File: src/hdl/gsp_map.svh
/*
 * Constants of the three-channel gamma PWM core: latch field positions,
 * write key, gamma breakpoints, period end and timing rates.
 * Assumes it is included by bare name from the design files only.
 */
`ifndef GSP_MAP_SVH
`define GSP_MAP_SVH

// Latch field positions inside the 32-bit shift word
`define GSP_CH2_LSB        0
`define GSP_CH1_LSB        8
`define GSP_CH0_LSB        16
`define GSP_KEY_LSB        24
`define GSP_FIELD_W        8

// Write key that gates a latch transfer
`define GSP_WRITE_KEY      8'h3A

// Reset value of the grayscale latch
`define GSP_LATCH_RST      24'h000000

// Gamma curve: slope 2 below 8, slope 4 below 32, slope 8 above
`define GSP_KNEE_LOW       8'h08
`define GSP_KNEE_HIGH      8'h20
`define GSP_OFS_MID        12'h00E
`define GSP_OFS_TOP        12'h08A

// Counter values: start of period and longest turn-off point
`define GSP_CNT_ZERO       11'h000
`define GSP_CNT_FIRST      11'h001
`define GSP_CNT_LAST       11'h76E

// Timing rates in kHz: system clock and grayscale reference
`define GSP_SYS_CLK_KHZ    14'h2710
`define GSP_GRAY_CLK_KHZ   14'h1770
`define GSP_ACC_ZERO       14'h0000

`endif

File: src/hdl/gsp_pkg.sv
/*
 * Types of the three-channel gamma PWM core.
 * Assumes nothing beyond a SystemVerilog compiler.
 */
package gsp_pkg;

   typedef logic [10:0] gsp_count_type;
   typedef logic [7:0]  gsp_gray_type;

   // One-hot sequencer states
   typedef enum logic [1:0] {
      GSP_ST_HOLD = 2'b01,
      GSP_ST_RUN  = 2'b10
   } gsp_state_type;

endpackage : gsp_pkg

File: src/hdl/gsp_cmp_if.sv
/*
 * Carrier from the counter sequencer to the per-channel comparators.
 * Assumes one sequencer driving and any number of channels listening.
 */
`timescale 1ns/100ps

interface gsp_cmp_if;
   gsp_pkg::gsp_count_type count;
   logic                   run;
   logic                   clear;

   modport seq  (output count, output run, output clear);
   modport chan (input count, input run, input clear);
endinterface : gsp_cmp_if

File: src/hdl/gsp_channel.sv
/*
 * One PWM channel: gamma turn-off point and registered output level.
 * Assumes the sequencer drives count, run and clear on the same clock.
 */
`timescale 1ns/100ps
`include "gsp_map.svh"

module gsp_channel (
   input  wire logic          clk_sys,
   input  wire logic          rst_b,
   input  wire logic          clk_en,
   gsp_cmp_if.chan            cmp,
   input  wire logic [7:0]    gray_value,
   output logic               level
);

   logic [11:0] value_w;
   logic [11:0] off_point;
   logic [11:0] count_w;
   logic        in_window;
   logic        level_d;
   logic        level_q;

   assign value_w = {4'h0, gray_value};

   // Piecewise gamma: turn-off count grows faster at higher codes
   assign off_point = (gray_value < `GSP_KNEE_LOW)  ? {value_w[10:0], 1'b0} :
                      (gray_value < `GSP_KNEE_HIGH) ? {value_w[9:0], 2'b00} - `GSP_OFS_MID :
                                                      {value_w[8:0], 3'b000} - `GSP_OFS_TOP;

   assign count_w   = {1'b0, cmp.count};

   // On from count 1 while the count is below the turn-off point
   assign in_window = (cmp.count >= `GSP_CNT_FIRST) && (count_w < off_point);

   // Zero code never lights; a latch update forces off
   assign level_d   = cmp.run && !cmp.clear && (gray_value != 8'h00) && in_window;

   always_ff @(posedge clk_sys) begin
      if (!rst_b) begin
         level_q <= 1'b0;
      end else if (clk_en) begin
         level_q <= level_d;
      end
   end

   assign level = level_q;
endmodule : gsp_channel

File: src/hdl/gsp_core.sv
/*
 * Three-channel grayscale PWM core with gamma correction.
 * Assumes the serial front end presents the assembled 32-bit shift word
 * and a one-cycle latch transfer pulse, both synchronous to clk_sys.
 */
`timescale 1ns/100ps
`include "gsp_map.svh"

module gsp_core (
   input  wire logic          clk_sys,
   input  wire logic          rst_b,
   input  wire logic          clk_en,
   input  wire logic [31:0]   shift_word,
   input  wire logic          latch_transfer_pulse,
   output logic               channel0_level,
   output logic               channel1_level,
   output logic               channel2_level
);

   gsp_cmp_if cmp ();

   logic [23:0]              gray_latch_q;
   logic [23:0]              gray_latch_d;
   logic [13:0]              phase_acc_q;
   logic [13:0]              phase_acc_d;
   logic [13:0]              phase_sum;
   gsp_pkg::gsp_count_type   count_q;
   gsp_pkg::gsp_count_type   count_d;
   gsp_pkg::gsp_state_type   state_q;
   gsp_pkg::gsp_state_type   state_d;
   logic [7:0]               latch_write_key;
   logic                     gray_tick_clock;
   logic                     latch_load;
   logic                     period_end;

   assign latch_write_key = shift_word[`GSP_KEY_LSB +: `GSP_FIELD_W];

   // Only a keyed transfer replaces the latch
   assign latch_load   = latch_transfer_pulse && (latch_write_key == `GSP_WRITE_KEY);
   assign gray_latch_d = latch_load ? shift_word[23:0] : gray_latch_q;

   // Fractional divider: 6 ticks per 10 system clocks gives the 6 MHz reference
   assign phase_sum       = phase_acc_q + `GSP_GRAY_CLK_KHZ;
   assign gray_tick_clock = (phase_sum >= `GSP_SYS_CLK_KHZ);
   assign phase_acc_d     = gray_tick_clock ? phase_sum - `GSP_SYS_CLK_KHZ : phase_sum;

   assign period_end = (count_q == `GSP_CNT_LAST);

   // Sequencer: hold at zero after a load, run until the next load
   always_comb begin
      state_d = state_q;
      count_d = count_q;
      case (state_q)
         gsp_pkg::GSP_ST_HOLD: begin
            if (gray_tick_clock) begin
               state_d = gsp_pkg::GSP_ST_RUN;
               count_d = `GSP_CNT_FIRST;
            end
         end
         gsp_pkg::GSP_ST_RUN: begin
            if (gray_tick_clock) begin
               // Wrap back to count 1 so every period starts with a turn-on
               count_d = period_end ? `GSP_CNT_FIRST : count_q + `GSP_CNT_FIRST;
            end
         end
         default: begin
            state_d = gsp_pkg::GSP_ST_HOLD;
            count_d = `GSP_CNT_ZERO;
         end
      endcase
      if (latch_load) begin
         state_d = gsp_pkg::GSP_ST_HOLD;
         count_d = `GSP_CNT_ZERO;
      end
   end

   // Latch powers up empty, so all channels stay dark
   always_ff @(posedge clk_sys) begin
      if (!rst_b) begin
         gray_latch_q <= `GSP_LATCH_RST;
         phase_acc_q  <= `GSP_ACC_ZERO;
         count_q      <= `GSP_CNT_ZERO;
         state_q      <= gsp_pkg::GSP_ST_HOLD;
      end else if (clk_en) begin
         gray_latch_q <= gray_latch_d;
         phase_acc_q  <= phase_acc_d;
         count_q      <= count_d;
         state_q      <= state_d;
      end
   end

   assign cmp.count = count_q;
   assign cmp.run   = (state_q == gsp_pkg::GSP_ST_RUN);
   assign cmp.clear = latch_load;

   // One comparator per channel, each on its own latch field
   gsp_channel u_ch0 (
      .clk_sys    (clk_sys),
      .rst_b      (rst_b),
      .clk_en     (clk_en),
      .cmp        (cmp.chan),
      .gray_value (gray_latch_q[`GSP_CH0_LSB +: `GSP_FIELD_W]),
      .level      (channel0_level)
   );

   gsp_channel u_ch1 (
      .clk_sys    (clk_sys),
      .rst_b      (rst_b),
      .clk_en     (clk_en),
      .cmp        (cmp.chan),
      .gray_value (gray_latch_q[`GSP_CH1_LSB +: `GSP_FIELD_W]),
      .level      (channel1_level)
   );

   gsp_channel u_ch2 (
      .clk_sys    (clk_sys),
      .rst_b      (rst_b),
      .clk_en     (clk_en),
      .cmp        (cmp.chan),
      .gray_value (gray_latch_q[`GSP_CH2_LSB +: `GSP_FIELD_W]),
      .level      (channel2_level)
   );
endmodule : gsp_core

File: config.mk
export PLATFORM = sky130hd
export DESIGN_NAME = gsp_core
export DESIGN_NICKNAME = d
export VERILOG_FILES = /design/src/hdl/gsp_pkg.sv /design/src/hdl/gsp_cmp_if.sv /design/src/hdl/gsp_channel.sv /design/src/hdl/gsp_core.sv
export VERILOG_INCLUDE_DIRS = /design/src /design/src/hdl
export SDC_FILE = /design/constraint.sdc
export NUM_CORES = 1
export LEC_CHECK = 0
export BUFFER_PORTS_ARGS = -buffer_cell sky130_fd_sc_hd__buf_2
export CORE_UTILIZATION = 60
export CTS_BUF_LIST = sky130_fd_sc_hd__clkbuf_8
export DETAILED_ROUTE_END_ITERATION = 8
export PLACE_DENSITY_LB_ADDON = 0.25
export SLEW_MARGIN = 20
export SYNTH_ARGS = -nofsm -noshare
export SYNTH_HDL_FRONTEND = slang
export SYNTH_HIERARCHICAL = 1
export SYNTH_SLANG_ARGS = --single-unit
File: constraint.sdc
create_clock -name clk_sys -period 4.26 [get_ports clk_sys]
set_input_delay 0.639 -clock clk_sys [delete_from_list [all_inputs] [get_ports clk_sys]]
set_output_delay 0.639 -clock clk_sys [all_outputs]
set_load 0.05 [all_outputs]
# [Yosys cells after proc, flatten, opt, wreduce, memory -nomap -nowiden]
# Cells that the tools add are included.
[word_totals] word_cells=67 inputBits=36 regBits=54 out_inout_bits=3
[op_classes] n_eq_ne=7 n_reduce_logical=18 order_cmp=11 addsub=9 n_mux=15
[ops] operator="$mux W12" n=6
[ops] operator="$mux W11" n=4
[ops] operator="$lt A11 B12 Y1" n=3
[ops] operator="$sub A11 B8 Y12 const B" n=3
[ops] operator="$sub A10 B4 Y11 const B" n=3
[ops] operator="$lt A8 B4 Y1 const B" n=3
[ops] operator="$lt A8 B6 Y1 const B" n=3
[ops] operator="$reduce_bool A8 Y1" n=3
[ops] operator="$pmux W11 S2" n=1
[ops] operator="$add A14 B13 Y14 const B" n=1
[ops] operator="$ge A14 B14 Y1 const B" n=1
[ops] operator="$mux W14" n=1
[ops] operator="$sub A14 B14 Y14 const B" n=1
[ops] operator="$add A11 B1 Y11 const B" n=1
[ops] operator="$eq A11 B11 Y1 const B" n=1
[ops] operator="$ge A11 B1 Y1 const B" n=1
[ops] operator="$logic_and A1 B1 Y1" n=11
[ops] operator="$eq A8 B6 Y1 const B" n=1
[ops] operator="$ne A3 B3 Y1 const B" n=2
[ops] operator="$reduce_and A3 Y1" n=2
[ops] operator="$mux W2" n=2
[ops] operator="$pmux W2 S2" n=1
[ops] operator="$eq A2 B1 Y1 const B" n=1
[ops] operator="$eq A2 B2 Y1 const B" n=1
[ops] operator="3 further kinds" n=3

# [Longest topological paths before layout]
[logic_depth] word_depth=6 mapped_depth=14 ltp_nobuf=12

# [Modules after synthesis]
# Netlist, hierarchy kept.
[by_module_without_submodules] module="gsp_core" seq_area_each_um2=940.9 area_each_um2=2642.5 cells_each=331 n_inst=1
[by_module_without_submodules] module="gsp_channel" seq_area_each_um2=20.0 area_each_um2=540.5 cells_each=76 n_inst=3

# [Worst setup path after synthesis]
# OpenSTA, ideal clock, no wires.
[synth_timing] path_kind="reg2reg" from="register phase_acc_q[5]" to="register count_q[7], in the netlist cmp.count[7]" path_buffers=4 required_ns=4.191 path_stages_with_launch=15 t_arrival_ns=2.875 synth_period_minus_slack_ns=2.944 slack_ns=1.316 cell_sequence="dfxtp_1 > clkbuf_1 > inv_1 > ha_1 > nand2b_1 > clkbuf_1 > a21oi_1 > a221oi_1 > o21ai_2 > and2_4 > buf_6 > o31ai_4 > buf_6 > o21ai_1 > a21oi_2"
[synth_between] elab_chain_len=4 elab_cells_between_ends=5 classes_between="add/sub: 1; order compare: 1; eq/ne: 2; reduce/logical: 1"
[synth_lines] item="from (decl)" line="gsp_core.sv:24" source="logic [13:0] phase_acc_q;"
[synth_lines] item="from (signal assigned)" line="gsp_core.sv:81" source="phase_acc_q <= `GSP_ACC_ZERO;"
[synth_lines] item="from (signal assigned)" line="gsp_core.sv:86" source="phase_acc_q <= phase_acc_d;"
[synth_lines] item="$add A14 B13 Y14 (no source line) (*)"
[synth_lines] item="$ge A14 B14 Y1 (no source line) (*)"
[synth_lines] item="$ne A3 B3 Y1 (no source line)"
[synth_lines] item="$reduce_and A3 Y1 (no source line) (*)"
[synth_lines] item="to (signal assigned)" line="gsp_core.sv:82" source="count_q <= `GSP_CNT_ZERO;"
[synth_lines] item="to (signal assigned)" line="gsp_core.sv:87" source="count_q <= count_d;"
[synth_lines] item="to (decl)" line="gsp_core.sv:27" source="gsp_pkg::gsp_count_type count_q;"
# Mark *: on every way between the ends. The rest lies on a longest branch, timed or not.
# A chain may end at the register's enable or synchronous reset.

# [Worst setup path in the final report]
[layout_timing] from="register phase_acc_q[4]" to="register count_q[9], in the netlist cmp.count[9]"
# The elaborated chain is that of the path after synthesis.

==> impl_metrics.toml <==
[status]
status = "finished clean"

[setup_path]
worst_ep_arrival_time_ns = 3.69
path_cells = "inv_1 > ha_1 > nand2b_1 > a21oi_1 > a221oi_1 > o21ai_2 > and2_4 > o31ai_4 > o21ai_0 > a21oi_1"
worst-setup-path-type = "reg2reg"
cp-start-kind = "flip-flop"
r2r_end = "cmp.count[9]$_SDFFE_PN0P_"
cp_slowest_stage_delay_ns = 0.63
critPathTopFamily = "compound AO/OA/AOI/OAI gates"
required_ns = 4.50
cp-end-kind = "flip-flop"
cp.depth = 10
critPathMaxFanout = 14
ff2ff_setup_slack_ns = 0.81
r2r-start = "phase_acc_q[4]$_SDFFE_PN0P_"
cpMaxStageDelayCell = "dfxtp_1"
cpMostUsedCell = "a21oi_1"
path_buf_inv = 1
reg2reg_depth = 10

[logic_synthesis]
async_flop_share_pct = 0
ys_warn_count = 6
syn_area_um2 = 4260
synth.area.top_cells = "dfxtp_1, ha_1, nand2_1, a21oi_1, o21ai_0"
synth_nets = 638
yosysSeqAreaShare_pct = 23.5
synth_common_cells = "nand2_1, a21oi_1, dfxtp_1"
synth_cell_type_count = 60
synth_seq_cells = 50
synth-edff-count = 0
ys_dominant_reg_cell = "dfxtp_1"
yosysTopAreaCellShare_pct = 23.5
synth_area_per_cell_um2 = 7.63
synthMostInstantiatedCell = "nand2_1"
synth_top_area_cell = "dfxtp_1"
synthCells = 559

[floorplan]
die_x_um = 86.3
core_um2 = 6830
core.rowCount = 30
ios = 39
initial_core_util_pct = 62.4
dieArea_um2 = 7450
dieHeight_um = 86.3

[power_and_ir_drop]
p_leak_uw = 0.00175
clkPwrFrac_pct = 17.9
p_switching_uw = 677
swShare_pct = 41.7
power.density_nw_per_um2 = 355
power_frac_comb_pct = 42.9
intPower_uw = 947
sequentialPowerShare_pct = 39.2
vdd_drop_max_mv = 0.405
power_uw = 1620

[clock_tree]
cts_root_buf = "clkbuf_8"
clkLatencyLatePin_ns = 0.31
post-cts-setup-buffers = 0
cts.clk_slew.worst_paths_ns = 0.09
cts-resized-gates = 0
ctsHtreeMaxLevel = 2
cts_sinks = 50
hold_buffers = 0
numCtsBuffers = 5
cts_max_path_buffers = 2
cts_tree = "built"

[placement]
gp_congestion = 0.894
place_hpwl_um = 7470
place_inst = 672
numPortBuffers = 38

[detailed_routing]
post-route-drc-count = 0
viasPerCell = 6.29
drt_iter0_drc = 401
ant_nets = 0
vias = 4278
first_pass_iters = 5
drt-total-wl_um = 10500
avgRoutedWirePerCell_um = 15.4

[layout]
layoutNonFillerInstCount = 680
multi_input_area_um2 = 3080
regArea_um2 = 1000
antenna_cells = 0
layout.filler_cells = 632
area_growth_pct = 7.22
nNetsFinal = 662
drive_above_1_share_pct = 14.2

[sta]
period_needed_ns = 3.45
worst_pin_slew_ns = 0.887
slew_headroom_pct = 40.7
rsz0062_at_grt = "false"
fin_tns_setup_ns = 0
period_share_pct = 80.9
clock_skew_ns = 0.00333
slew_violations = 0
max_freq_ghz = 0.290
hold_viol_final = 0
setup_viol = 0

[global_route]
grt_pass1_vias = 3799
overflow = 0
track_usage_pct = 28.8
grt_pass1_wl_um = 17300
grt_max_degree = 26
antenna_found_initial = 0

[hold_path]
holdPathEnd = "phase_acc_q[13]$_SDFFE_PN0P_"
hold_path.class = "reg2reg"
min_path_cells = 2
min_from = "phase_acc_q[13]$_SDFFE_PN0P_"

[flow_run]
drv_cap = 0
power groups by stage:
stage	sequential, µW	combinational [µW]	clock, µW
after floorplan	566	669	0
after global routing	648	760	316
after global placement	640	670	0
after detailed placement	645	685	0
final	637	696	290
after CTS	634	690	296
state kept, by name, summed over array words and instances (netlist names):
name and count:
gray_latch_q 24, u_ch1/level 1, u_ch0/level 1, phase_acc_q 10, cmp.count 11, state_q 2, u_ch2/level 1
worst max-delay path by stage:
stage	start	endpoint	slack (ns)
2_1_floorplan	phase_acc_q[5]$_SDFFE_PN0P_	cmp.count[7]$_SDFFE_PN0P_	1.32
3_3_place_gp	phase_acc_q[4]$_SDFFE_PN0P_	cmp.count[9]$_SDFFE_PN0P_	1.04
3_5_place_dp	phase_acc_q[4]$_SDFFE_PN0P_	cmp.count[9]$_SDFFE_PN0P_	0.89
4_1_cts	phase_acc_q[4]$_SDFFE_PN0P_	cmp.count[9]$_SDFFE_PN0P_	0.86
5_1_grt	phase_acc_q[4]$_SDFFE_PN0P_	cmp.count[9]$_SDFFE_PN0P_	0.58
6_report	phase_acc_q[4]$_SDFFE_PN0P_	cmp.count[9]$_SDFFE_PN0P_	0.81
worst min-delay path, stage by stage (launching register included):
cell     delay, ns
dfxtp_1       0.33
nand2_1       0.05
a21oi_1       0.05
through the flow:
step | setup WS, ns | hold slack [ns] | area [µm²] | utilization [%]
2_1_floorplan | 1.32 | 0.444 | 4260 | -
3_3_place_gp | 1.04 | 0.451 | 4480 | 65.6
3_5_place_dp | 0.890 | 0.473 | 4480 | 65.6
4_1_cts | 0.859 | 0.486 | 4570 | 66.9
5_1_grt | 0.576 | 0.515 | 4570 | 66.9
6_report | 0.815 | 0.477 | 4570 | 66.9
per-layer routing:
metal	wire, µm	share of wire [%]	up-vias	GRT usage [%]
met5	0	0	-	0
met4	199	1.9	0	9.39
met3	542	5.2	20	3.62
met2	5100	49	137	49.2
met1	4630	44	2013	37.8
li1	-	-	2108	-
cell type report:
type,count,share of cell area [%]
Timing Repair Buffer,40,4.49
Tap cell,96,2.63
Multi-Input combinational cell,466,67.4
Sequential cell,50,21.9
Clock buffer,6,1.81
Clock inverter,2,0.192
Inverter,20,1.64
cells in the final DEF, fill, tap and decap left out, types with 3 or more instances in the layout:
cell,count
nand2_1,97
a21oi_1,59
dfxtp_1,50
ha_1,43
buf_2,38
nor2_1,32
o21ai_0,24
inv_1,20
nand3_1,19
a211oi_1,14
nor3_1,12
or3_1,12
mux2i_1,9
o21ai_1,9
xnor2_1,8
nand2b_1,7
or4_1,7
a21oi_2,7
nor4_1,7
nand4b_1,7
nand3b_1,6
clkbuf_8,6
nor4b_1,6
nand4_1,5
a31oi_1,5
o21a_1,5
nor3_2,4
a211o_1,4
o21ai_2,4
and3_1,4
o41ai_1,4
nor2b_1,4
or3b_2,3
and2_1,3
a21boi_0,3
nor3_4,3
a211oi_2,3
cells by family after synthesis:
family / share of synthesized area (%)
DFF: 23.5
adders and majority gates: 12.6
AOI/OAI and AO/OA: 25.0
muxes: 2.11
xor gates and xnor gates: 1.85
and+or+nand+nor: 30.5
buffers and inverters: 4.46
No activity file was read; power rests on OpenSTA's default activity.
